`src/design/scsc_pkg.sv`:
```
// Constants, types and register map of the system clock source control
package scsc_pkg;

   localparam int          ADDR_W               = 8;
   localparam int          DATA_W               = 8;

   // Register map
   localparam logic [7:0]  CLOCK_MODE_ADDR      = 8'h03;
   localparam logic [7:0]  CRYSTAL_CONTROL_ADDR = 8'h0A;
   localparam logic [7:0]  CLOCK_STATUS_ADDR    = 8'h0B;

   // Reset values: slow RC drives the clock, both RCs run, crystal off
   localparam logic [7:0]  CLOCK_MODE_RST       = 8'hF4;
   localparam logic [7:0]  CRYSTAL_CONTROL_RST  = 8'h00;
   localparam logic [7:0]  READ_IDLE            = 8'h00;

   // Crystal control fields
   localparam int          XTAL_EN_BIT          = 7;
   localparam int          XIN_CAP_HI           = 4;
   localparam int          XIN_CAP_LO           = 3;
   localparam int          XOUT_CAP_HI          = 2;
   localparam int          XOUT_CAP_LO          = 1;

   // Clock mode fields
   localparam int          MODE_SRC_HI          = 7;
   localparam int          MODE_SRC_LO          = 5;
   localparam int          FAST_EN_BIT          = 4;
   localparam int          MODE_DIV_BIT         = 3;
   localparam int          SLOW_EN_BIT          = 2;

   // Clock mode source field codes
   localparam logic [2:0]  MSRC_FAST_LO         = 3'h0;
   localparam logic [2:0]  MSRC_FAST_HI         = 3'h1;
   localparam logic [2:0]  MSRC_FAST_32         = 3'h3;
   localparam logic [2:0]  MSRC_XTAL            = 3'h5;
   localparam logic [2:0]  MSRC_SLOW            = 3'h7;

   // Divider as log2 of the ratio
   localparam logic [2:0]  DIV_1                = 3'h0;
   localparam logic [2:0]  DIV_2                = 3'h1;
   localparam logic [2:0]  DIV_4                = 3'h2;
   localparam logic [2:0]  DIV_8                = 3'h3;
   localparam logic [2:0]  DIV_16               = 3'h4;
   localparam logic [2:0]  DIV_32               = 3'h5;

   // Well-known mode words
   localparam logic [7:0]  MODE_FAST_DIV2       = 8'h34;
   localparam logic [7:0]  MODE_FAST_DIV4       = 8'h14;
   localparam logic [7:0]  MODE_SLOW            = 8'hF4;
   localparam logic [7:0]  MODE_XTAL            = 8'hB0;

   // Status fields
   localparam int          STAT_HANG_BIT        = 0;
   localparam int          STAT_SRC_LO          = 1;
   localparam int          STAT_SRC_HI          = 3;

   localparam int          CRYSTAL_KHZ          = 32;

   typedef enum logic [1:0] {
      CAP_OFF    = 2'h0,
      CAP_7PF    = 2'h1,
      CAP_9P5PF  = 2'h2,
      CAP_12P5PF = 2'h3
   } scsc_cap_t;

   typedef enum logic [2:0] {
      SRC_FAST = 3'b001,
      SRC_SLOW = 3'b010,
      SRC_XTAL = 3'b100
   } scsc_src_t;

   typedef struct packed {
      logic      crystal_en;
      logic      fast_rc_en;
      logic      slow_rc_en;
      scsc_cap_t xin_cap;
      scsc_cap_t xout_cap;
   } scsc_osc_ctrl_t;

   typedef struct packed {
      scsc_src_t  src;
      logic [2:0] div_log2;
   } scsc_clk_sel_t;

endpackage

```
`src/design/scsc_top.sv`:
```
// System clock source control: oscillator enables, caps, clock select
//
// Decided for this implementation: the plain strobed port.
`timescale 1ns/1ns
module scsc_top
   import scsc_pkg::*;
(
   input  wire logic              clk_sys,
   input  wire logic              srst,
   input  wire logic [ADDR_W-1:0] reg_addr,
   input  wire logic [DATA_W-1:0] reg_wdata,
   input  wire logic              reg_wr,
   input  wire logic              reg_rd,
   output logic      [DATA_W-1:0] reg_rdata,
   output scsc_osc_ctrl_t         osc_ctrl,
   output scsc_clk_sel_t          clk_sel,
   output logic                   hang_risk
);

   ////////////////////////////////////////////////////////////////////////
   // Register state

   logic [7:0]     mode_reg;
   logic [7:0]     mode_next;
   logic [7:0]     xtal_reg;
   logic [7:0]     xtal_next;
   scsc_clk_sel_t  sel_reg;
   scsc_clk_sel_t  sel_next;
   scsc_clk_sel_t  sel_dec;
   logic           hang_reg;
   logic           hang_next;
   logic [7:0]     rdata_reg;
   logic [7:0]     rdata_next;
   logic           src_osc_on;
   logic [7:0]     status_word;

   // Decoding the next mode word lets the select change on the write edge
   scsc_mode_decode u_decode (
      .mode (mode_next),
      .sel  (sel_dec)
   );

   always_comb begin
      mode_next = mode_reg;
      xtal_next = xtal_reg;
      if (reg_wr && reg_addr == CLOCK_MODE_ADDR) begin
         mode_next = reg_wdata;
      end
      if (reg_wr && reg_addr == CRYSTAL_CONTROL_ADDR) begin
         xtal_next = reg_wdata;
      end
      sel_next = sel_dec;
      // Running from a stopped oscillator would stall the core
      case (sel_next.src)
         SRC_FAST: src_osc_on = mode_next[FAST_EN_BIT];
         SRC_SLOW: src_osc_on = mode_next[SLOW_EN_BIT];
         SRC_XTAL: src_osc_on = xtal_next[XTAL_EN_BIT];
         default:  src_osc_on = 1'b0;
      endcase
      hang_next = !src_osc_on;
   end

   always_ff @(posedge clk_sys) begin
      if (srst) begin
         mode_reg <= CLOCK_MODE_RST;
         xtal_reg <= CRYSTAL_CONTROL_RST;
         sel_reg  <= '{src: SRC_SLOW, div_log2: DIV_1};
         hang_reg <= 1'b0;
      end else begin
         mode_reg <= mode_next;
         xtal_reg <= xtal_next;
         sel_reg  <= sel_next;
         hang_reg <= hang_next;
      end
   end

   ////////////////////////////////////////////////////////////////////////
   // Read port

   always_comb begin
      status_word = READ_IDLE;
      status_word[STAT_HANG_BIT] = hang_reg;
      status_word[STAT_SRC_HI:STAT_SRC_LO] = sel_reg.src;
      rdata_next = READ_IDLE;
      if (reg_rd) begin
         case (reg_addr)
            CLOCK_MODE_ADDR:      rdata_next = mode_reg;
            CRYSTAL_CONTROL_ADDR: rdata_next = xtal_reg;
            CLOCK_STATUS_ADDR:    rdata_next = status_word;
            default:              rdata_next = READ_IDLE;
         endcase
      end
   end

   always_ff @(posedge clk_sys) begin
      if (srst) begin
         rdata_reg <= READ_IDLE;
      end else begin
         rdata_reg <= rdata_next;
      end
   end

   ////////////////////////////////////////////////////////////////////////
   // Outputs

   assign reg_rdata           = rdata_reg;
   assign clk_sel             = sel_reg;
   assign hang_risk           = hang_reg;
   // Whole struct from one process keeps a single driver
   always_comb begin
      osc_ctrl.crystal_en = xtal_reg[XTAL_EN_BIT];
      osc_ctrl.fast_rc_en = mode_reg[FAST_EN_BIT];
      osc_ctrl.slow_rc_en = mode_reg[SLOW_EN_BIT];
      // Cap steps only suit a 32 kHz crystal; no faster drive exists
      osc_ctrl.xin_cap    =
         scsc_cap_t'(xtal_reg[XIN_CAP_HI:XIN_CAP_LO]);
      osc_ctrl.xout_cap   =
         scsc_cap_t'(xtal_reg[XOUT_CAP_HI:XOUT_CAP_LO]);
   end

   ////////////////////////////////////////////////////////////////////////
   // Checks

   logic wr_mode;
   logic wr_xtal;
   assign wr_mode = reg_wr && reg_addr == CLOCK_MODE_ADDR;
   assign wr_xtal = reg_wr && reg_addr == CRYSTAL_CONTROL_ADDR;

   a_crystal_enable: assert property (
      @(posedge clk_sys) disable iff (srst)
      wr_xtal |=> osc_ctrl.crystal_en == $past(reg_wdata[XTAL_EN_BIT]))
      else $error("crystal enable does not follow write");

   a_xin_cap_sel: assert property (
      @(posedge clk_sys) disable iff (srst)
      wr_xtal |=> osc_ctrl.xin_cap ==
                  $past(reg_wdata[XIN_CAP_HI:XIN_CAP_LO]))
      else $error("input cap select wrong");

   a_xout_cap_sel: assert property (
      @(posedge clk_sys) disable iff (srst)
      wr_xtal |=> osc_ctrl.xout_cap ==
                  $past(reg_wdata[XOUT_CAP_HI:XOUT_CAP_LO]))
      else $error("output cap select wrong");

   a_sel_holds: assert property (
      @(posedge clk_sys) disable iff (srst)
      !wr_mode |=> $stable(clk_sel))
      else $error("clock select moved without a mode write");

   a_sel_immediate: assert property (
      @(posedge clk_sys) disable iff (srst)
      wr_mode && reg_wdata == MODE_XTAL ##1 wr_mode &&
      reg_wdata == MODE_SLOW |=> clk_sel.src == SRC_SLOW &&
      $past(clk_sel.src) == SRC_XTAL)
      else $error("mode write not effective at once");

   a_fast_div_codes: assert property (
      @(posedge clk_sys) disable iff (srst)
      wr_mode && (reg_wdata == MODE_FAST_DIV2 ||
                  reg_wdata == MODE_FAST_DIV4) |=>
      clk_sel.src == SRC_FAST &&
      clk_sel.div_log2 == ($past(reg_wdata) == MODE_FAST_DIV2 ?
                           DIV_2 : DIV_4))
      else $error("fast RC divider code wrong");

   a_slow_xtal_codes: assert property (
      @(posedge clk_sys) disable iff (srst)
      wr_mode && (reg_wdata == MODE_SLOW || reg_wdata == MODE_XTAL) |=>
      clk_sel.src == ($past(reg_wdata) == MODE_SLOW ? SRC_SLOW : SRC_XTAL))
      else $error("slow or crystal select wrong");

   a_rc_enables: assert property (
      @(posedge clk_sys) disable iff (srst)
      wr_mode |=> osc_ctrl.fast_rc_en == $past(reg_wdata[FAST_EN_BIT]) &&
                  osc_ctrl.slow_rc_en == $past(reg_wdata[SLOW_EN_BIT]) &&
                  $stable(osc_ctrl.crystal_en))
      else $error("oscillator enables not independent");

   a_boot_rc_on: assert property (
      @(posedge clk_sys)
      srst |=> osc_ctrl.fast_rc_en && osc_ctrl.slow_rc_en &&
               !osc_ctrl.crystal_en)
      else $error("RC oscillators not on after reset");

   a_hang_flag: assert property (
      @(posedge clk_sys) disable iff (srst)
      wr_mode && !reg_wdata[FAST_EN_BIT] &&
      (reg_wdata[MODE_SRC_HI:MODE_SRC_LO] == MSRC_FAST_HI ||
       reg_wdata[MODE_SRC_HI:MODE_SRC_LO] == MSRC_FAST_LO) |=> hang_risk)
      else $error("hang hazard not flagged");

   a_hang_xtal_off: assert property (
      @(posedge clk_sys) disable iff (srst)
      wr_xtal && !reg_wdata[XTAL_EN_BIT] && clk_sel.src == SRC_XTAL |=>
      hang_risk)
      else $error("crystal stopped under running clock not flagged");

   a_xtal_readback: assert property (
      @(posedge clk_sys) disable iff (srst)
      reg_rd && reg_addr == CRYSTAL_CONTROL_ADDR |=>
      reg_rdata[XTAL_EN_BIT] == $past(osc_ctrl.crystal_en) &&
      reg_rdata[XIN_CAP_HI:XIN_CAP_LO] == $past(osc_ctrl.xin_cap) &&
      reg_rdata[XOUT_CAP_HI:XOUT_CAP_LO] == $past(osc_ctrl.xout_cap))
      else $error("crystal control reads back wrong");

   a_mode_readback: assert property (
      @(posedge clk_sys) disable iff (srst)
      reg_rd && reg_addr == CLOCK_MODE_ADDR |=>
      reg_rdata[FAST_EN_BIT] == $past(osc_ctrl.fast_rc_en) &&
      reg_rdata[SLOW_EN_BIT] == $past(osc_ctrl.slow_rc_en))
      else $error("clock mode reads back wrong");

endmodule

```
`src/design/scsc_mode_decode.sv`:
```
// Decoder from a clock mode word to source and divider
`timescale 1ns/1ns
module scsc_mode_decode
   import scsc_pkg::*;
(
   input  wire logic [7:0]    mode,
   output scsc_clk_sel_t      sel
);

   logic [2:0] src_field;
   logic       div_bit;

   assign src_field = mode[MODE_SRC_HI:MODE_SRC_LO];
   assign div_bit   = mode[MODE_DIV_BIT];

   always_comb begin
      sel.src      = SRC_SLOW;
      sel.div_log2 = DIV_1;
      case (src_field)
         MSRC_FAST_HI: begin
            sel.src      = SRC_FAST;
            sel.div_log2 = div_bit ? DIV_8 : DIV_2;
         end
         MSRC_FAST_LO: begin
            sel.src      = SRC_FAST;
            sel.div_log2 = div_bit ? DIV_16 : DIV_4;
         end
         MSRC_FAST_32: begin
            sel.src      = SRC_FAST;
            sel.div_log2 = DIV_32;
         end
         MSRC_SLOW: begin
            sel.src      = SRC_SLOW;
         end
         MSRC_XTAL: begin
            sel.src      = SRC_XTAL;
         end
         // Unused codes fall back to the slow RC, the source selected at reset
         default: begin
            sel.src      = SRC_SLOW;
            sel.div_log2 = DIV_1;
         end
      endcase
   end

endmodule

```
`config.mk`:
```
export PLATFORM = sky130hd
export DESIGN_NAME = scsc_top
export DESIGN_NICKNAME = d
export VERILOG_FILES = /design/src/design/scsc_pkg.sv /design/src/design/scsc_top.sv /design/src/design/scsc_mode_decode.sv
export SDC_FILE = /design/constraint.sdc
export NUM_CORES = 1
export LEC_CHECK = 0
export ABC_AREA = 1
export BUFFER_PORTS_ARGS = -buffer_cell sky130_fd_sc_hd__buf_2
export CAP_MARGIN = 20
export CORE_MARGIN = 1
export CORE_UTILIZATION = 40
export CTS_CLUSTER_SIZE = 30
export DETAILED_ROUTE_END_ITERATION = 16
export GPL_TIMING_DRIVEN = 0
export PLACE_DENSITY = 0.66
export SYNTH_ARGS = -nofsm -noshare
export SYNTH_HDL_FRONTEND = slang
export SYNTH_HIERARCHICAL = 1
export SYNTH_SLANG_ARGS = --single-unit
export TNS_END_PERCENT = 50
```
`constraint.sdc`:
```
create_clock -name clk_sys -period 1.98 [get_ports clk_sys]
set_input_delay 0 -clock clk_sys [delete_from_list [all_inputs] [get_ports clk_sys]]
set_output_delay 0 -clock clk_sys [all_outputs]
set_load 0.1 [all_outputs]
```
# == After elaboration in Yosys (flattened, before gate mapping) ==
# Index checks and enable logic that the tools add are counted.
# classes
n_eq_ne,9
muxes,8
bitwise_logic,1
n_reduce_logical,6
# ops
cell,n
$pmux W8 S3,1
$eq A8 B4 Y1 const B,2
$mux W8,2
$pmux W3 S3,1
$eq A8 B2 Y1 const B,1
$eq A3 B1 Y1 const B,2
$eq A3 B2 Y1 const B,2
$eq A3 B3 Y1 const B,2
$pmux W3 S2,1
$logic_not A3 Y1,1
$mux W3,1
$pmux W1 S3,1
$reduce_or A3 Y1,1
$logic_and A1 B1 Y1,2
$mux W2,1
$reduce_or A2 Y1,1
$logic_not A1 Y1,1
$not A1 Y1,1
# word_totals
ff_bits,31
output_inout_bits,22
elab_cells,32

# == Longest topological paths before layout ==
# Gate-level depths: netlist of the first run.
# depth
ltp_word,9
mapped_depth,16
depth_no_buf,16

# == Hierarchy ==
# Netlist of the first run, hierarchy kept.
# modules_own_cells
mod,n_inst,cells_per_inst,area_per_inst_um2,seq_area_each_um2
scsc_top,1,188,1398.8,620.6
scsc_mode_decode,1,18,80.1,0.0

# == Worst setup path before layout of the first run ==
# No wires, ideal clock.
# synth_timing
kind,input-to-reg
from,in reg_addr[7]
to,reg hang_reg (netlist: hang_risk)
setup_time_ns,0.113
arrival_time_ns,1.332
required_time_ns,1.867
slack_ns,0.535
stages,16
n_path_buf,0
path_cell_list,nor2_2 nand2_2 clkinv_4 nand3_4 inv_2 nand2_1 nand2_1 inv_2 nand2_2 nand2_2 nor2_2 inv_1 nor2_1 nand3_1 nand3_1 nand2_1
# synth_lines
element,line_no,text
"start, declared",scsc_top.sv:10,"input wire logic [ADDR_W-1:0] reg_addr,"
"end signal, assigned",scsc_top.sv:73,hang_reg <= hang_next;
"end, declared",scsc_top.sv:30,logic hang_reg;

==> results of run 1 <==
[tightest hold or removal path, stage by stage]
cell and delay, ns:
buf_2 0.07, inv_1 0.05, nand2_1 0.08, nand2_1 0.05, nor2_1 0.07
[worst min-delay path by stage]
stage | endpoint | start | slack [ns] | cells after the start
floorplan | clk_sel[5] | srst | 0.08 | 1
global placement | clk_sel[5] | srst | 0.22 | 2
detailed placement | clk_sel[5] | srst | 0.22 | 2
CTS | xtal_reg[7] | reg_wdata[7] | 0.02 | 5
global route | mode_reg[4] | reg_wr | 0.05 | 4
finish | xtal_reg[7] | reg_wdata[7] | 0.03 | 5
[power groups by stage]
stage          sequential (mW)  combinational, mW  clock, mW
4_1_cts                  0.625             0.0845      0.437
5_1_grt                  0.625             0.0927      0.467
6_report                 0.625             0.0841      0.424
3_3_place_gp             0.639             0.0702          0
2_1_floorplan            0.644             0.0338          0
3_5_place_dp             0.639             0.0709          0
[layer usage]
metal / vias up / global-route usage
li1: 731 / -
met1: 588 / 0.219
met2: 33 / 0.295
met3: 7 / 0.0566
met4: 0 / 0.0727
met5: - / 0
[final cells by class]
class                   instances  area [sq um]
clock buffers                   8          68.8
inverters                      31           121
repair buffers                 50           295
flip-flops and latches         31           621
plain buffers                   9          60.1
multi-input cells             131           662
fillers                       351          1530
well taps                      46          57.6
[what timing repair did]
item / 4_1_cts / 5_1_grt
endpoints found under the setup margin: 0 / 0
endpoints found under the hold margin: 13 / 0
hold buffers: 9 / 0
gates resized for setup: 0 / 0
==> flow_metrics.tcl, run 1 <==
set metrics [dict create \
    total_power_mw 1.13 \
    r2r-end "hang_risk" \
    instances_no_fill 306 \
    syn_inst 202 \
    layout_min_cycle_time_ns 1.48 \
    path_buf_inv 5 \
    final_cell_mix "nand2_1, buf_2, dfxtp_1, inv_1, nor2_1" \
    hold_path.class "in2reg" \
    die_h_um 62.5 \
    die_area_sq_um 3910 \
    clock.fmax_mhz 674 \
    insertedDiodeCount 0 \
    nets 279 \
    grt_max_degree 11 \
    maxSlewHeadroom 0.676 \
    drive_above_1_share 0.304 \
    cp_slowest_stage_delay_ns 0.17 \
    reg2reg_from "mode_reg[7]" \
    final_common_cell "nand2_1" \
    grt_pass1_wl_um 5510 \
    utilization 0.552 \
    worst_pin_slew_ns 0.489 \
    vdd_drop_max_mv 0.333 \
    start_kind "input port" \
    hpwl_um 2400 \
    place_inst 289 \
    io_buffer_count 41 \
    grt_pass1_vias 1263 \
    antenna_found_initial 0 \
    slowest_stage "inv_2" \
    area_growth_syn_to_layout_pct 28.8 \
    cp-startpoint "reg_addr[7]" \
    place_congestion 0.813 \
    wl_met2_um 1460 \
    ant_nets 0 \
    root_buffer "clkbuf_4" \
    routed-via-count 1359 \
    dr.max_layer_used "met4" \
    worst_r2r_path_depth 11 \
    row_count 21 \
    cts_sinks 31 \
    clockPowerShare 0.374 \
    firstDrtPassIters 4 \
    final_cell_area_sq_um 1890 \
    arrival_ns 1.72 \
    synth_nets 222 \
    place_ws_ns 0.150 \
    postCtsSetupBuffers 0 \
    fin_crit_sh 0.749 \
    status "finished, final reports clean" \
    drt-wirelength-per-cell_um 10.6 \
    drc_errors 0 \
    required_ns 2.22 \
    post_dp_cell_area_sq_um 1730 \
    crit_fanout 10 \
    combPwrFrac 0.074 \
    numCtsBuffers 5 \
    synthesis.area_sq_um 1460 \
    p_seq_frac 0.551 \
    setup_viol 0 \
    io_pins 42 \
    initial_core_util 0.429 \
    cellPowerDensity_nw_per_um2 601 \
    ys.warnings.count 6 \
    grt.total_usage 0.181 \
    intPower_mw 0.868 \
    crit_end "hang_risk" \
    cts_tree "yes" \
    finalMaxSlewViolations 0 \
    vias_per_cell 4.44 \
    critical_path_depth 17 \
    path_class "in2reg" \
    coreArea_sq_um 3420 \
    clockBufferDepth 2 \
    hold_slack_ns 0.0335 \
    finalHoldViolCount 0 \
    wl_met1_um 1570 \
    swShare 0.234 \
    critPathTopFamily "simple AND/OR/NAND/NOR gates" \
    r2r_setup_slack_ns 0.61 \
    die_x_um 62.5 \
    grt_overflow 0 \
    ctsHtreeMaxLevel 2 \
    maxCapViolations 0 \
    crit_path_end_kind "flop" \
    skew_ns 0.0101 \
    clk_pin_slew_worst_paths_ns 0.09 \
    wl_um 3250 \
    synth.avg_cell_area_sq_um 7.25 \
    path_cells "buf_2, nor2_2, nand2_2, clkinv_4, nand3_4, inv_2, nand2_1, nand2_1, inv_2, nand2_2, nand2_2, nor2_2, inv_1, nor2_1, nand3_1, nand3_1, nand2_1" \
    wl_met3_um 169 \
    p_sw_mw 0.265 \
    drt_iter0_drc 52 \
    layout_setup_ws_ns 0.497 \
    tns_ns 0 \
    rsz0062_at_grt "no" \
    leakage_nw 0.969 \
    clk_latency_ns 0.34 \
]
(Power assumes the default switching activity.)
==> inputs of run 2 (changes only) <==
- clock period: 1.98 -> 1.49 ns (I/O delays scaled with it)
==> run 2 against run 1 <==
Net effect: power grew 33%; cell area rose by 1.6%; global-route usage did not move; sequential power rose by 33%; worst setup slack got worse by 0.38 ns; via count is 1.3% higher; clock power up 33%.
==> flow_metrics.tcl, run 2 (synthesis gave the netlist of run 1 again) <==
set metrics [dict create \
    status "finished, final reports clean" \
    clk_pin_slew_worst_paths_ns 0.09 \
    fillCellCount 346 \
    row_count 21 \
    path_cells "nand2_2, o21ai_2, inv_1, nand2_1, nand2_2, nor2_2, inv_1, nor2_1, nand3_1, nand3_1, nand2_1" \
    ant_nets 0 \
    setup_viol 0 \
    fin_crit_sh 0.921 \
    final_common_cell "nand2_1" \
    numCtsBuffers 5 \
    cts_sinks 31 \
    required_ns 1.73 \
    path_buf_inv 2 \
    die_x_um 62.5 \
    insertedDiodeCount 0 \
    arrival_ns 1.61 \
    grt_pass1_wl_um 5510 \
    final_cell_area_sq_um 1920 \
    cts_tree "yes" \
    drc_errors 0 \
    clock.fmax_mhz 729 \
    crit_path_end_kind "flop" \
    finalHoldViolCount 0 \
    io_pins 42 \
    use_met1 0.219 \
    place_congestion 0.813 \
    finalMaxSlewViolations 0 \
    critPathTopFamily "simple AND/OR/NAND/NOR gates" \
    area_growth_syn_to_layout_pct 30.9 \
    worst_pin_slew_ns 0.489 \
    routed-via-count 1376 \
    io_buffer_count 41 \
    hold_path.class "in2reg" \
    maxSlewHeadroom 0.676 \
    drt_iter0_drc 53 \
    die_h_um 62.5 \
    layout_min_cycle_time_ns 1.37 \
    grt_max_degree 11 \
    start_kind "flop" \
    grt_use_met2 0.295 \
    grt.total_usage 0.181 \
    clk_latency_ns 0.34 \
    post_dp_cell_area_sq_um 1730 \
    die_area_sq_um 3910 \
    use_met3 0.0566 \
    leakage_nw 0.981 \
    nets 282 \
    cp_slowest_stage_delay_ns 0.36 \
    grt_overflow 0 \
    clockBufferDepth 2 \
    firstDrtPassIters 4 \
    root_buffer "clkbuf_4" \
    antenna_found_initial 0 \
    initial_core_util 0.429 \
    hpwl_um 2400 \
    vias_per_cell 4.45 \
    grt_pass1_vias 1263 \
    cellPowerDensity_nw_per_um2 786 \
    vdd_drop_max_mv 0.442 \
    crit_fanout 5 \
    drt-wirelength-per-cell_um 10.6 \
    wl_um 3270 \
    maxCapViolations 0 \
    rsz0062_at_grt "no" \
    path_class "reg2reg" \
    final_cell_mix "nand2_1, buf_2, dfxtp_1, inv_1, nor2_1" \
    grt_busiest_layer "met2" \
    drive_above_1_share 0.319 \
    ctsHtreeMaxLevel 2 \
    tns_ns 0 \
    coreArea_sq_um 3420 \
    slowest_stage "dfxtp_1" \
    skew_ns 0.0108 \
]
==> run 2: worst paths after layout <==
| check | start | end | slack [ns] | depth (start not counted) |
|---|---|---|---|---|
| worst max-delay path | mode_reg[7] | hang_risk | 0.12 | 11 |
| worst min-delay path | reg_wdata[7] | xtal_reg[7] | 0.03 | 5 |
| worst max register to register | mode_reg[7] | hang_risk | 0.12 | 11 |
| worst min register to register | xtal_reg[5] | reg_rdata[5] | 0.46 | 2 |
==> run 2: area by class of cell <==
class	instances	area [sq um]	area share
inverter	31	124	0.0647
timing repair buffer	53	318	0.166
sequential	31	621	0.324
clock buffer	8	68.8	0.0359
tap	46	57.6	0.0300
buffer	9	60.1	0.0314
multi-input combinational	131	667	0.348
==> run 2: per-stage QoR <==
stage	setup slack (ns)	power [mW]	util	instances	hold slack (ns)
after floorplan	0.0448	0.900	-	202	0.0825
after global placement	-0.330	0.943	0.505	289	0.217
after detailed placement	-0.340	0.944	0.505	289	0.220
after CTS	0.0171	1.52	0.552	306	0.0243
after global routing	0.0109	1.57	0.561	309	0.0524
final	0.118	1.51	0.561	309	0.0321
==> run 2: tightest hold or removal path, cell delays in order <==
cell and delay, ns:
buf_2 0.07, inv_1 0.05, nand2_1 0.08, nand2_1 0.05, nor2_1 0.07
==> run 2: metal layers <==
layer,part of all wire,vias up
met5,0,-
met4,0.017,0
met3,0.052,7
met2,0.45,33
met1,0.48,597
li1,-,739
==> run 2: power breakdown <==
group / switching (mW) / internal [mW] / total (mW) / leakage, nW
clock network: 0.287 / 0.277 / 0.564 / 0.0386
logic: 0.0652 / 0.0469 / 0.112 / 0.693
registers: 0.000899 / 0.829 / 0.830 / 0.250
total: 0.353 / 1.15 / 1.51 / 0.981
==> run 2: what timing repair did <==
item                                    4_1_cts  5_1_grt
hold buffers                                  9        0
resized for setup                             0        3
hold endpoints to repair                     13        0
setup buffers                                 0        3
endpoints found under the setup margin        0        1
